--- src/shared/ssv_pkg.sv ---
// shared constants and types of the sync status supervisor
package ssv_pkg;

  // clock and time base
  localparam int CLK_MHZ = 100;
  localparam int MIN_S = 60;
  localparam longint MIN_CYC = longint'(CLK_MHZ) * 64'd1_000_000 *
                               longint'(MIN_S);

  // timer widths and values in minutes
  localparam int TW = 11;
  localparam logic [10:0] BYP_LO = 11'h002;
  localparam logic [10:0] BYP_HI = 11'h5A0;
  localparam logic [10:0] BYP_RST = 11'h002;
  localparam logic [10:0] HOLDOFF_RST = 11'h000;
  localparam logic [10:0] INIT_MIN = 11'h001;
  localparam logic [10:0] RAW_MIN = 11'h00D;

  // ordered status codes, higher is better
  localparam logic [2:0] ST_INVALID = 3'h0;
  localparam logic [2:0] ST_OSC_RESET = 3'h1;
  localparam logic [2:0] ST_HOLD_LOSS = 3'h2;
  localparam logic [2:0] ST_HOLD_OFF = 3'h3;
  localparam logic [2:0] ST_LOCK_SIM = 3'h4;
  localparam logic [2:0] ST_LOCK_BYP = 3'h5;
  localparam logic [2:0] ST_LOCKED = 3'h6;
  localparam logic [2:0] THR_RST = 3'h6;

  // register byte addresses
  localparam logic [7:0] A_CTRL = 8'h00;
  localparam logic [7:0] A_THR = 8'h04;
  localparam logic [7:0] A_HOLDOFF = 8'h08;
  localparam logic [7:0] A_BYPASS = 8'h0C;
  localparam logic [7:0] A_STATUS = 8'h10;
  localparam logic [7:0] A_TIMER = 8'h14;
  localparam logic [7:0] A_ERR = 8'h18;
  localparam logic [7:0] A_IRQ = 8'h1C;
  localparam logic [7:0] A_MASK = 8'h20;

  // control register bits
  localparam int C_TZ = 0;
  localparam int C_DST = 1;
  localparam int C_SIM = 2;
  localparam int C_FACT = 3;
  localparam int C_MRST = 4;
  localparam int C_MSET = 5;

  // live error bits
  localparam int ERR_W = 7;
  localparam int E_TZ = 0;
  localparam int E_DST = 1;
  localparam int E_RAW = 2;
  localparam int E_INIT = 3;
  localparam int E_SHORT = 4;
  localparam int E_OPEN = 5;
  localparam int E_OSC = 6;

  // sticky interrupt bits
  localparam int IRQ_W = 6;
  localparam int I_SHORT = 0;
  localparam int I_OPEN = 1;
  localparam int I_OSC = 2;
  localparam int I_LOSS = 3;
  localparam int I_HOLD = 4;
  localparam int I_LOCK = 5;

  // synchronised pin positions
  localparam int PIN_W = 6;
  localparam int P_LOCK = 0;
  localparam int P_RCV = 1;
  localparam int P_LEAP = 2;
  localparam int P_SHORT = 3;
  localparam int P_OPEN = 4;
  localparam int P_OSC = 5;

  typedef enum logic [2:0] {
    FSM_FREE, FSM_HOLDOFF, FSM_LOCKED, FSM_BYPASS, FSM_HOLDOVER
  } ssv_fsm_t;

  typedef struct packed {
    logic [10:0] left;
    logic done;
  } ssv_tmr_t;

endpackage

--- src/logic/ssv_min_timer.sv ---
// minute down counter with load, clear and done pulse
`timescale 1ns/1ps
module ssv_min_timer (
  input wire logic clk_in,
  input wire logic nrst_in,
  input wire logic load_in,
  input wire logic clear_in,
  input wire logic [10:0] val_in,
  input wire logic tick_in,
  output logic busy_out,
  output logic [10:0] left_out,
  output logic done_out
);
  ssv_pkg::ssv_tmr_t st;
  ssv_pkg::ssv_tmr_t next_st;

  // clear beats load, load beats counting
  always_comb begin
    next_st = st;
    next_st.done = 1'b0;
    if (clear_in) begin
      next_st.left = '0;
    end else if (load_in) begin
      next_st.left = val_in;
    end else if (tick_in && st.left != '0) begin
      next_st.left = st.left - 11'h001;
      next_st.done = (st.left == 11'h001);
    end
  end

  // state register
  always_ff @(posedge clk_in or negedge nrst_in) begin
    if (!nrst_in) begin
      st <= '0;
    end else begin
      st <= next_st;
    end
  end

  assign busy_out = (st.left != '0);
  assign left_out = st.left;
  assign done_out = st.done;
endmodule // ssv_min_timer

--- src/logic/ssv_supervisor.sv ---
// sync status supervisor with register port, timers and status output
// Operation
// - hold off top status for holdoff minutes after receiver locks
// - on reception loss delay holdover fallback by bypass minutes
// - during bypass report locked-with-bypass status, keep oscillator
// - accept bypass settings only from 2 to 1440 minutes
// - running holdoff or bypass timer remaining value is readable
// - optocoupler on when status at or above threshold, else off
// - seven statuses ranked from locked down to invalid time
// - missing time zone offset flagged, blocks synchronization
// - missing daylight saving data flagged, blocks synchronization
// - after factory default raw mode blocks sync until leap data or 13 minutes with reception
// - summary error high while any module error flag is high
// - receiver initialization shown for at most one minute
// - antenna short flagged when detected
// - antenna open flagged when detected
// - module reset resets hardware state, keeps stored settings
// - oscillator regulation failure flagged
`timescale 1ns/1ps
module ssv_supervisor #(
  parameter logic [32:0] MIN_CYC = 33'(ssv_pkg::MIN_CYC)
) (
  input wire logic MCLK_IN,
  input wire logic NRST_IN,
  input wire logic [7:0] ADDR_IN,
  input wire logic [31:0] WDATA_IN,
  input wire logic WR_IN,
  input wire logic RD_IN,
  output logic [31:0] RDATA_OUT,
  input wire logic RCV_LOCK_IN,
  input wire logic RCV_ACTIVE_IN,
  input wire logic LEAP_INFO_IN,
  input wire logic ANT_SHORT_IN,
  input wire logic ANT_OPEN_IN,
  input wire logic OSC_REG_FAIL_IN,
  output logic [2:0] STATUS_OUT,
  output logic OC_OUT,
  output logic SUM_ERR_OUT,
  output logic IRQ_OUT
);
  typedef struct packed {
    logic [ssv_pkg::PIN_W-1:0] s1;
    logic [ssv_pkg::PIN_W-1:0] s2;
    logic [ssv_pkg::PIN_W-1:0] prev;
    logic [32:0] pre;
    logic tick;
    ssv_pkg::ssv_fsm_t fsm;
    logic time_valid;
    logic tz_set;
    logic dst_set;
    logic sim;
    logic [2:0] thr;
    logic [10:0] holdoff;
    logic [10:0] bypass;
    logic [ssv_pkg::IRQ_W-1:0] irq_stat;
    logic [ssv_pkg::IRQ_W-1:0] irq_mask;
    logic [2:0] status;
    logic oc;
    logic sum_err;
    logic irq;
    logic [31:0] rdata;
  } ssv_top_t;

  ssv_top_t st;
  ssv_top_t next_st;

  logic tmr_load;
  logic tmr_clr;
  logic [10:0] tmr_val;
  logic tmr_busy;
  logic [10:0] tmr_left;
  logic tmr_done;
  logic init_load;
  logic init_busy;
  logic raw_load;
  logic raw_clr;
  logic raw_tick;
  logic raw_busy;
  logic [ssv_pkg::ERR_W-1:0] err_live;
  logic sync_ok;
  logic wr_ctrl;
  logic fact;
  logic mrst;

  // shared holdoff and bypass timer, only one runs at a time
  ssv_min_timer u_main_tmr (
    .clk_in(MCLK_IN),
    .nrst_in(NRST_IN),
    .load_in(tmr_load),
    .clear_in(tmr_clr),
    .val_in(tmr_val),
    .tick_in(st.tick),
    .busy_out(tmr_busy),
    .left_out(tmr_left),
    .done_out(tmr_done)
  );

  // receiver initialization window
  ssv_min_timer u_init_tmr (
    .clk_in(MCLK_IN),
    .nrst_in(NRST_IN),
    .load_in(init_load),
    .clear_in(1'b0),
    .val_in(ssv_pkg::INIT_MIN),
    .tick_in(st.tick),
    .busy_out(init_busy),
    .left_out(),
    .done_out()
  );

  // raw data window, counts only minutes with reception
  ssv_min_timer u_raw_tmr (
    .clk_in(MCLK_IN),
    .nrst_in(NRST_IN),
    .load_in(raw_load),
    .clear_in(raw_clr),
    .val_in(ssv_pkg::RAW_MIN),
    .tick_in(raw_tick),
    .busy_out(raw_busy),
    .left_out(),
    .done_out()
  );

  // whole next state of the block
  always_comb begin
    next_st = st;
    tmr_load = 1'b0;
    tmr_clr = 1'b0;
    tmr_val = '0;
    init_load = 1'b0;
    raw_load = 1'b0;
    raw_clr = 1'b0;
    raw_tick = 1'b0;
    err_live = '0;
    sync_ok = 1'b0;

    // two-stage pin synchronisers
    next_st.s1 = {OSC_REG_FAIL_IN, ANT_OPEN_IN, ANT_SHORT_IN,
                  LEAP_INFO_IN, RCV_ACTIVE_IN, RCV_LOCK_IN};
    next_st.s2 = st.s1;
    next_st.prev = st.s2;

    // minute prescaler
    next_st.tick = (st.pre == '0);
    next_st.pre = (st.pre == '0) ? MIN_CYC - 33'h0_0000_0001
                                 : st.pre - 33'h0_0000_0001;

    wr_ctrl = WR_IN && (ADDR_IN == ssv_pkg::A_CTRL);
    fact = wr_ctrl && WDATA_IN[ssv_pkg::C_FACT];
    mrst = fact || (wr_ctrl && WDATA_IN[ssv_pkg::C_MRST]);

    // register writes
    if (wr_ctrl) begin
      next_st.tz_set = WDATA_IN[ssv_pkg::C_TZ];
      next_st.dst_set = WDATA_IN[ssv_pkg::C_DST];
      next_st.sim = WDATA_IN[ssv_pkg::C_SIM];
      if (WDATA_IN[ssv_pkg::C_MSET]) begin
        next_st.time_valid = 1'b1;
      end
    end else if (WR_IN && ADDR_IN == ssv_pkg::A_THR) begin
      next_st.thr = WDATA_IN[2:0];
    end else if (WR_IN && ADDR_IN == ssv_pkg::A_HOLDOFF) begin
      next_st.holdoff = WDATA_IN[10:0];
    end else if (WR_IN && ADDR_IN == ssv_pkg::A_BYPASS) begin
      if (WDATA_IN >= 32'(ssv_pkg::BYP_LO) &&
          WDATA_IN <= 32'(ssv_pkg::BYP_HI)) begin
        next_st.bypass = WDATA_IN[10:0];
      end
    end else if (WR_IN && ADDR_IN == ssv_pkg::A_MASK) begin
      next_st.irq_mask = WDATA_IN[ssv_pkg::IRQ_W-1:0];
    end

    // live module errors
    // time zone missing
    err_live[ssv_pkg::E_TZ] = !st.tz_set;
    err_live[ssv_pkg::E_DST] = !st.dst_set;
    err_live[ssv_pkg::E_RAW] = raw_busy;
    err_live[ssv_pkg::E_INIT] = init_busy;
    err_live[ssv_pkg::E_SHORT] = st.s2[ssv_pkg::P_SHORT];
    err_live[ssv_pkg::E_OPEN] = st.s2[ssv_pkg::P_OPEN];
    err_live[ssv_pkg::E_OSC] = st.s2[ssv_pkg::P_OSC];

    sync_ok = st.s2[ssv_pkg::P_LOCK] && st.tz_set && st.dst_set &&
              !raw_busy && !init_busy;

    // raw window runs only on minutes with reception, ends on leap data
    raw_tick = st.tick && st.s2[ssv_pkg::P_RCV];
    raw_clr = st.s2[ssv_pkg::P_LEAP];

    // synchronization state machine
    case (st.fsm)
      ssv_pkg::FSM_FREE, ssv_pkg::FSM_HOLDOVER: begin
        if (sync_ok && st.holdoff == '0) begin
          next_st.fsm = ssv_pkg::FSM_LOCKED;
        end else if (sync_ok) begin
          tmr_load = 1'b1;
          tmr_val = st.holdoff;
          next_st.fsm = ssv_pkg::FSM_HOLDOFF;
        end
      end
      ssv_pkg::FSM_HOLDOFF: begin
        if (!sync_ok) begin
          tmr_clr = 1'b1;
          next_st.fsm = ssv_pkg::FSM_HOLDOVER;
        end else if (tmr_done) begin
          next_st.fsm = ssv_pkg::FSM_LOCKED;
        end
      end
      ssv_pkg::FSM_LOCKED: begin
        if (!sync_ok) begin
          tmr_load = 1'b1;
          tmr_val = st.bypass;
          next_st.fsm = ssv_pkg::FSM_BYPASS;
        end
      end
      ssv_pkg::FSM_BYPASS: begin
        if (sync_ok) begin
          tmr_clr = 1'b1;
          next_st.fsm = ssv_pkg::FSM_LOCKED;
        end else if (tmr_done) begin
          next_st.fsm = ssv_pkg::FSM_HOLDOVER;
        end
      end
      default: begin
        next_st.fsm = ssv_pkg::FSM_FREE;
      end
    endcase
    if (next_st.fsm == ssv_pkg::FSM_LOCKED) begin
      next_st.time_valid = 1'b1;
    end

    if (mrst) begin
      next_st.fsm = ssv_pkg::FSM_FREE;
      tmr_load = 1'b0;
      tmr_clr = 1'b1;
      init_load = 1'b1;
    end
    if (fact) begin
      raw_load = 1'b1;
      raw_clr = 1'b0;
      next_st.tz_set = 1'b0;
      next_st.dst_set = 1'b0;
      next_st.sim = 1'b0;
      next_st.time_valid = 1'b0;
      next_st.thr = ssv_pkg::THR_RST;
      next_st.holdoff = ssv_pkg::HOLDOFF_RST;
      next_st.bypass = ssv_pkg::BYP_RST;
    end

    case (st.fsm)
      ssv_pkg::FSM_LOCKED: next_st.status = ssv_pkg::ST_LOCKED;
      ssv_pkg::FSM_BYPASS: next_st.status = ssv_pkg::ST_LOCK_BYP;
      ssv_pkg::FSM_HOLDOFF: next_st.status = ssv_pkg::ST_HOLD_OFF;
      ssv_pkg::FSM_HOLDOVER: begin
        next_st.status = st.sim ? ssv_pkg::ST_LOCK_SIM
                                : ssv_pkg::ST_HOLD_LOSS;
      end
      default: begin
        if (st.sim) begin
          next_st.status = ssv_pkg::ST_LOCK_SIM;
        end else if (st.time_valid) begin
          next_st.status = ssv_pkg::ST_OSC_RESET;
        end else begin
          next_st.status = ssv_pkg::ST_INVALID;
        end
      end
    endcase

    next_st.oc = (st.status >= st.thr);
    next_st.sum_err = |err_live;

    // sticky events, a new event wins over the write-one clear
    if (WR_IN && ADDR_IN == ssv_pkg::A_IRQ) begin
      next_st.irq_stat = st.irq_stat & ~WDATA_IN[ssv_pkg::IRQ_W-1:0];
    end
    next_st.irq_stat[ssv_pkg::I_SHORT] |= st.s2[ssv_pkg::P_SHORT] &&
                                          !st.prev[ssv_pkg::P_SHORT];
    next_st.irq_stat[ssv_pkg::I_OPEN] |= st.s2[ssv_pkg::P_OPEN] &&
                                         !st.prev[ssv_pkg::P_OPEN];
    next_st.irq_stat[ssv_pkg::I_OSC] |= st.s2[ssv_pkg::P_OSC] &&
                                        !st.prev[ssv_pkg::P_OSC];
    next_st.irq_stat[ssv_pkg::I_LOSS] |=
      st.fsm == ssv_pkg::FSM_LOCKED && next_st.fsm == ssv_pkg::FSM_BYPASS;
    next_st.irq_stat[ssv_pkg::I_HOLD] |=
      st.fsm == ssv_pkg::FSM_BYPASS && next_st.fsm == ssv_pkg::FSM_HOLDOVER;
    next_st.irq_stat[ssv_pkg::I_LOCK] |=
      st.fsm != ssv_pkg::FSM_BYPASS && st.fsm != ssv_pkg::FSM_LOCKED &&
      next_st.fsm == ssv_pkg::FSM_LOCKED;
    next_st.irq = |(st.irq_stat & st.irq_mask);

    // read data stands for one cycle only
    next_st.rdata = '0;
    if (RD_IN) begin
      if (ADDR_IN == ssv_pkg::A_CTRL) begin
        next_st.rdata = {29'h0000_0000, st.sim, st.dst_set, st.tz_set};
      end else if (ADDR_IN == ssv_pkg::A_THR) begin
        next_st.rdata = {29'h0000_0000, st.thr};
      end else if (ADDR_IN == ssv_pkg::A_HOLDOFF) begin
        next_st.rdata = {21'h00_0000, st.holdoff};
      end else if (ADDR_IN == ssv_pkg::A_BYPASS) begin
        next_st.rdata = {21'h00_0000, st.bypass};
      end else if (ADDR_IN == ssv_pkg::A_STATUS) begin
        next_st.rdata = {24'h00_0000, 1'b0, st.fsm, st.status, st.oc};
      end else if (ADDR_IN == ssv_pkg::A_TIMER) begin
        next_st.rdata = {20'h0_0000, tmr_busy, tmr_left};
      end else if (ADDR_IN == ssv_pkg::A_ERR) begin
        next_st.rdata = {25'h000_0000, err_live};
      end else if (ADDR_IN == ssv_pkg::A_IRQ) begin
        next_st.rdata = {26'h000_0000, st.irq_stat};
      end else if (ADDR_IN == ssv_pkg::A_MASK) begin
        next_st.rdata = {26'h000_0000, st.irq_mask};
      end
    end
  end

  // state register with reset values
  always_ff @(posedge MCLK_IN or negedge NRST_IN) begin
    if (!NRST_IN) begin
      st <= '0;
      st.fsm <= ssv_pkg::FSM_FREE;
      st.thr <= ssv_pkg::THR_RST;
      st.holdoff <= ssv_pkg::HOLDOFF_RST;
      st.bypass <= ssv_pkg::BYP_RST;
      st.status <= ssv_pkg::ST_INVALID;
    end else begin
      st <= next_st;
    end
  end

  // outputs straight from the state register
  assign RDATA_OUT = st.rdata;
  assign STATUS_OUT = st.status;
  assign OC_OUT = st.oc;
  assign SUM_ERR_OUT = st.sum_err;
  assign IRQ_OUT = st.irq;
endmodule // ssv_supervisor

--- config.mk ---
export PLATFORM = sky130hd
export DESIGN_NAME = ssv_supervisor
export DESIGN_NICKNAME = d
export VERILOG_FILES = /design/src/shared/ssv_pkg.sv /design/src/logic/ssv_min_timer.sv /design/src/logic/ssv_supervisor.sv
export SDC_FILE = /design/constraint.sdc
export NUM_CORES = 1
export LEC_CHECK = 0
export BUFFER_PORTS_ARGS = -buffer_cell sky130_fd_sc_hd__buf_2
export CELL_PAD_IN_SITES_DETAIL_PLACEMENT = 1
export CELL_PAD_IN_SITES_GLOBAL_PLACEMENT = 2
export CORE_MARGIN = 2
export CORE_UTILIZATION = 37
export DETAILED_ROUTE_END_ITERATION = 10
export HOLD_SLACK_MARGIN = 0.06
export PLACE_DENSITY = 0.82
export SYNTH_ARGS = -nofsm -noshare
export SYNTH_HDL_FRONTEND = slang
export SYNTH_SLANG_ARGS = --single-unit
--- constraint.sdc ---
create_clock -name MCLK_IN -period 2.95 [get_ports MCLK_IN]
set_input_delay 0.1475 -clock MCLK_IN [delete_from_list [all_inputs] [get_ports MCLK_IN]]
set_output_delay 0.1475 -clock MCLK_IN [all_outputs]
set_load 0.05 [all_outputs]
* Word level (Yosys, flattened, before mapping) *
Index checks and enable logic that the tools add are counted.

word-level totals
  register bits after elaboration = 168
  bits in latches = 0
  RAM bits = 0
  ROM bits = 0
  memories = 0

operators by class
  add/sub/neg operators = 4
  multiply operators = 0
  div/mod/pow operators = 0
  magnitude comparators = 3
  equal/unequal tests = 24
  shift operators = 0
  mux-type cells = 60
  bitwise gates (word level) = 13
  reduce and logical (&&, ||, !) cells = 58

operators by type and width
  operator                 count
  $mux W11                 12
  $mux W12                 10
  $eq A11 B1 Y1 const B    3
  $logic_not A33 Y1        1
  $mux W3                  11
  $mux W33                 1
  $reduce_bool A11 Y1      3
  $sub A11 B1 Y11 const B  3
  $sub A33 B1 Y33 const B  1
  $eq A8 B5 Y1 const B     4
  $ge A32 B2 Y1 const B    1
  $le A32 B11 Y1 const B   1
  $mux W29                 1
  $logic_and A1 B1 Y1      25
  $mux W25                 1
  $pmux W3 S4              2
  $mux W22                 1
  $pmux W11 S2             1
  $mux W6                  3
  $eq A8 B4 Y1 const B     2
  $eq A3 B2 Y1 const B     5
  $mux W1                  13
  $and A6 B6 Y6            2
  $reduce_bool A2 Y1       6
  26 further kinds         49

* Logic depth before layout (Yosys ltp) *
  depth after elaboration = 11
  gate-level depth with buffers = 10

* By module *
Synthesis repeated with hierarchy kept, for this count alone.

unflattened totals
  cell total of the unflattened synthesis = 877
  area total of the unflattened synthesis = 8329.2 µm²

modules (own cells, without submodules)
  module          instances  cells each  area an instance (µm²)  sequential area each (µm²)
  ssv_supervisor  1          622         5893.2                  2781.4
  ssv_min_timer   3          85          812.0                   300.3

* Worst setup path after synthesis *
Ideal clock, no wire load.

  path kind = register to register
  start point = register u_raw_tmr.st (netlist bit u_raw_tmr.left_out[0])
  end point = register u_main_tmr.st (netlist bit u_main_tmr.left_out[9])
  arrival = 2.587 ns
  slack = 0.262 ns
  stages on the path, launching flop included = 10
  buffers on the path = 1
  path through = dfrtp_1 inv_1 ha_1 or4b_1 or4_1 buf_2 nor3b_4 o21ai_2 mux2_1 o32ai_1

on the way
  cells in the longest elaborated chain, start to end = 10
  elaborated cells between the ends (all ways) = 19

ends and longest elaborated chain
  element                                                line                                                                 RTL
  start, declared                                        ssv_min_timer.sv:14                                                  ssv_pkg::ssv_tmr_t st;
  start signal, assigned                                 ssv_min_timer.sv:36                                                  st <= next_st;
  $reduce_bool A11 Y1 *                                  ssv_min_timer.sv:40                                                  assign busy_out = (st.left != '0);
  $logic_not A1 Y1 *                                     ssv_supervisor.sv:184                                                !raw_busy && !init_busy;
  $logic_and A1 B1 Y1 *                                  ssv_supervisor.sv:183                                                sync_ok = st.s2[ssv_pkg::P_LOCK] && st.tz_set && st.dst_set &&
  $logic_and A1 B1 Y1 *                                  ssv_supervisor.sv:184
  $mux W1 / $logic_and A1 B1 Y1 (equally long branches)  ssv_supervisor.sv:195, ssv_supervisor.sv:217, ssv_supervisor.sv:193
  $mux W1                                                ssv_supervisor.sv:193                                                if (sync_ok && st.holdoff == '0) begin
  $pmux W1 S2                                            ssv_supervisor.sv:191                                                case (st.fsm)
  $mux W1                                                ssv_supervisor.sv:232                                                if (mrst) begin
  $mux W11                                               ssv_min_timer.sv:23                                                  end else if (load_in) begin
  $mux W11                                               ssv_min_timer.sv:21                                                  if (clear_in) begin
  end signal, assigned                                   ssv_min_timer.sv:36
  end, declared                                          ssv_min_timer.sv:14

Mark *: on every way between the ends. The rest lies on a longest branch, timed or not.
A chain may end at the register's enable or synchronous reset.

* Worst setup path after layout *
  start point = register u_raw_tmr.st (netlist bit u_raw_tmr.left_out[0])
  end point = register st[78] (netlist bit)

on the way
  cells in the longest elaborated chain, start to end = 10
  elaborated cells between the ends (all ways) = 17

ends and longest elaborated chain
  element                                                                line                                          RTL
  $reduce_bool A11 Y1 *                                                  ssv_min_timer.sv:40
  $logic_not A1 Y1 *                                                     ssv_supervisor.sv:184
  $logic_and A1 B1 Y1 *                                                  ssv_supervisor.sv:183
  $logic_and A1 B1 Y1 *                                                  ssv_supervisor.sv:184
  $mux W3 / $logic_and A1 B1 Y1 (equally long branches)                  ssv_supervisor.sv:195, ssv_supervisor.sv:193
  $mux W3                                                                ssv_supervisor.sv:193
  $pmux W3 S4 *                                                          ssv_supervisor.sv:191
  $eq A3 B2 Y1 *                                                         ssv_supervisor.sv:228                         if (next_st.fsm == ssv_pkg::FSM_LOCKED) begin
  $reduce_bool A3 Y1 (no source line) / $mux W1 (equally long branches)  --
  $reduce_and A2 Y1 (no source line) / $mux W29 (equally long branches)  --
  end signal, assigned                                                   ssv_supervisor.sv:326                         st <= next_st;
  end, declared                                                          ssv_supervisor.sv:64                          ssv_top_t st;

Marked as above.

==> impl_metrics.ini <==
[grt]
grt_pass1_vias = 6579
grt_max_degree = 81
overflow = 0
grt_pass1_wl_mm = 36.02
grtUsageTotal = 0.2173
antenna_found_initial = 1

[finish]
mostFrequentLayoutCell = dfrtp_1
finish.instance_area_sq_um = 8757
fin_nets = 906
drive_gt1_frac = 0.1672
final_cells = 1127
final_cell_mix = dfrtp_1, nand2_1, nor2_1, buf_2, nand3_1
area_delta_synth_final_pct = 18.87

[detailed_routing]
route.detailed.drc = 0
routed_wl_mm = 22.27
vias_per_cell = 5.531
postRouteAntennaNets = 0
vias = 6234
drt-initial-drc-count = 533
wl_per_cell_um = 19.76
first_pass_iters = 5

[placed_design]
gp_congestion = 0.9256
place_area_sq_um = 7904
dp.cells = 1075
portBuffers = 67
dp_hpwl_mm = 16.31

[worst_setup_path]
slowest_delay_ns = 0.58
slowest_stage = or4_4
cp_top_family = simple AND/OR/NAND/NOR gates
cp.required_ns = 3.30
critPathMostFrequentCell = a21oi_1
r2r-end = st[78]
timing.rr.start = u_raw_tmr.left_out[0]
worstPathCellList = inv_1, ha_1, or4b_1, or4_4, or3_1, a21oi_1, o21ai_0, a21oi_1
endpoint_kind = flip-flop
start_kind = flip-flop
path_buf_inv = 1
cp_max_fo = 6
cp.arrival_ns = 3.15
path_class = reg -> reg
crit_end = st[78]
path_depth = 8
rrSetupSlack_ns = 0.14
cp-startpoint = u_raw_tmr.left_out[0]
reg2reg_depth = 8

[floorplan]
core_sq_um = 19530
io_pins = 88
initial_utilization = 0.3773
rows = 51
dieHeight_um = 145.1
die-area_sq_um = 21060
die-width_um = 145.1

[run_status]
status = complete, no violations

[pwr]
power.leakage_uw = 0.003848
power_density_nw_per_um2 = 545.9
ir_worst_vdd_v = 0.0003891

[run]
cap_violations = 0

[clock_tree]
cts_buffers = 17
htreeDepth = 4
clock-sinks = 145
clk_latency_ns = 0.43
cts_tree = built
root_buffer = clkbuf_16
cts_max_path_buffers = 2
path_clk_slew_ns = 0.06

[sta]
fmaxAchievable_ghz = 0.3563
hold_ws_ns = 0.07846
period_minus_slack_ns = 2.806
worstMarginPinSlew_ns = 0.8225
setup_viol_count_final = 0
skew_ns = 0.008904
timing.setup.tns_ns = 0
timing_hold_violations_final = 0
max_slew_margin = 0.4505
rsz0062_at_grt = false
post-route-period-util = 0.9513
slew_violations = 0

[synth]
netlist_instances = 768
postSynthAreaPerCell_sq_um = 9.593
synthArstFlopShare = 1.000
yosys_register_bits = 145
synth_area_sq_um = 7367
ys.warnings.count = 0
yosys.cell_types.count = 66
synth-seq-area-share = 0.4930
synthFlopType = dfrtp_1
synth_edf_count = 0

[min_path]
hold_depth = 3
min_path_type = in -> reg
==> report_power, final <==
part,internal [uW],total [uW],switching [uW],leakage [uW]
combinational,100,330,229,0.00176
sequential,2040,2100,57.5,0.00178
clock,1470,2350,879,0.000306
==> final cells by class <==
class                   instances  area (sq um)
diodes                          1         2.502
clock buffers                  21         460.4
clock inverters                11         177.7
fillers                      2253         10770
inverters                      27         101.3
multi-input cells             547          3344
flip-flops and latches        145          3632
well taps                     265         331.6
repair buffers                110         706.9
==> registers in the layout (all words and copies together), names as in the netlist <==
signal and cells:
next_st 9, u_main_tmr.done_out 1, u_init_tmr.left_out 11, st 81
err_live 3, RDATA_OUT 12, STATUS_OUT 3, IRQ_OUT 1
u_main_tmr.left_out 11, OC_OUT 1, SUM_ERR_OUT 1, u_raw_tmr.left_out 11
==> routing by layer <==
metal / global-route usage / up-vias / part of all wire
met5: 0 / - / 0
met4: 0.07549 / 0 / 0.027
met3: 0.04874 / 51 / 0.058
met2: 0.3619 / 206 / 0.48
met1: 0.2796 / 3125 / 0.43
li1: - / 2852 / -
==> worst min-delay path by stage <==
| stage | endpoint | start |
|---|---|---|
| 2_1_floorplan | IRQ_OUT | NRST_IN |
| 3_3_place_gp | u_init_tmr.left_out[5] | NRST_IN |
| 3_5_place_dp | u_init_tmr.left_out[5] | NRST_IN |
| 4_1_cts | st[64] | WDATA_IN[3] |
| 5_1_grt | st[64] | WDATA_IN[3] |
| 6_report | st[64] | WDATA_IN[3] |
==> metrics by stage <==
stage | utilization | setup WS [ns] | total power (uW)
after CTS | 0.4466 | 0.03575 | 4828
after detailed placement | 0.4048 | 0.03783 | 2447
final | 0.4485 | 0.1438 | 4780
after global placement | 0.4048 | 0.1277 | 2434
after floorplan | - | 0.2620 | 2316
after global routing | 0.4485 | 0.01771 | 4937
==> what timing repair did <==
action	CTS	global route
setup buffers	0	2
setup endpoints to repair	3	13
hold buffers	17	0
hold endpoints to repair	99	0
resized for setup	1	4
pin swaps	0	1
==> kinds of logic (layout without fill, tap and decap cells) <==
family	count (synthesis)	after routing	share of synthesized area
and+or+nand+nor	315	315	0.2121
muxes	24	24	0.03380
AOI/OAI and AO/OA	132	132	0.1235
xor gates and xnor gates	48	48	0.05706
buffers and inverters	95	169	0.06641
adders and majority gates	8	8	0.01359
DFF	145	145	0.4930
other	1	21	0.0005090
==> tightest hold or removal path, delay by kind of cell <==
family	cells	cell delay [ns]
buffers and inverters	1	0.18
AND/OR/NAND/NOR	2	0.14
==> cells in the mapped netlist (all sizes together) (8+ instances only) <==
cell type	number	area (sq um)
a22oi	13	97.59
or4	11	82.58
xnor2	25	219.0
nand3	28	140.1
mux2i	17	170.2
nand4	10	62.56
o21ai	30	153.9
nor4	26	175.2
nand2	85	319.1
o22ai	8	50.05
a221oi	8	70.07
dfrtp	142	3553
nor3	26	130.1
clkbuf	31	116.4
buf	37	271.5
nor2	80	302.8
inv	27	101.4
xor2	23	201.4
ha	8	100.1
or3	10	62.56
a21oi	23	115.1
and3	9	56.30
No activity file was read; power rests on OpenSTA's default activity.
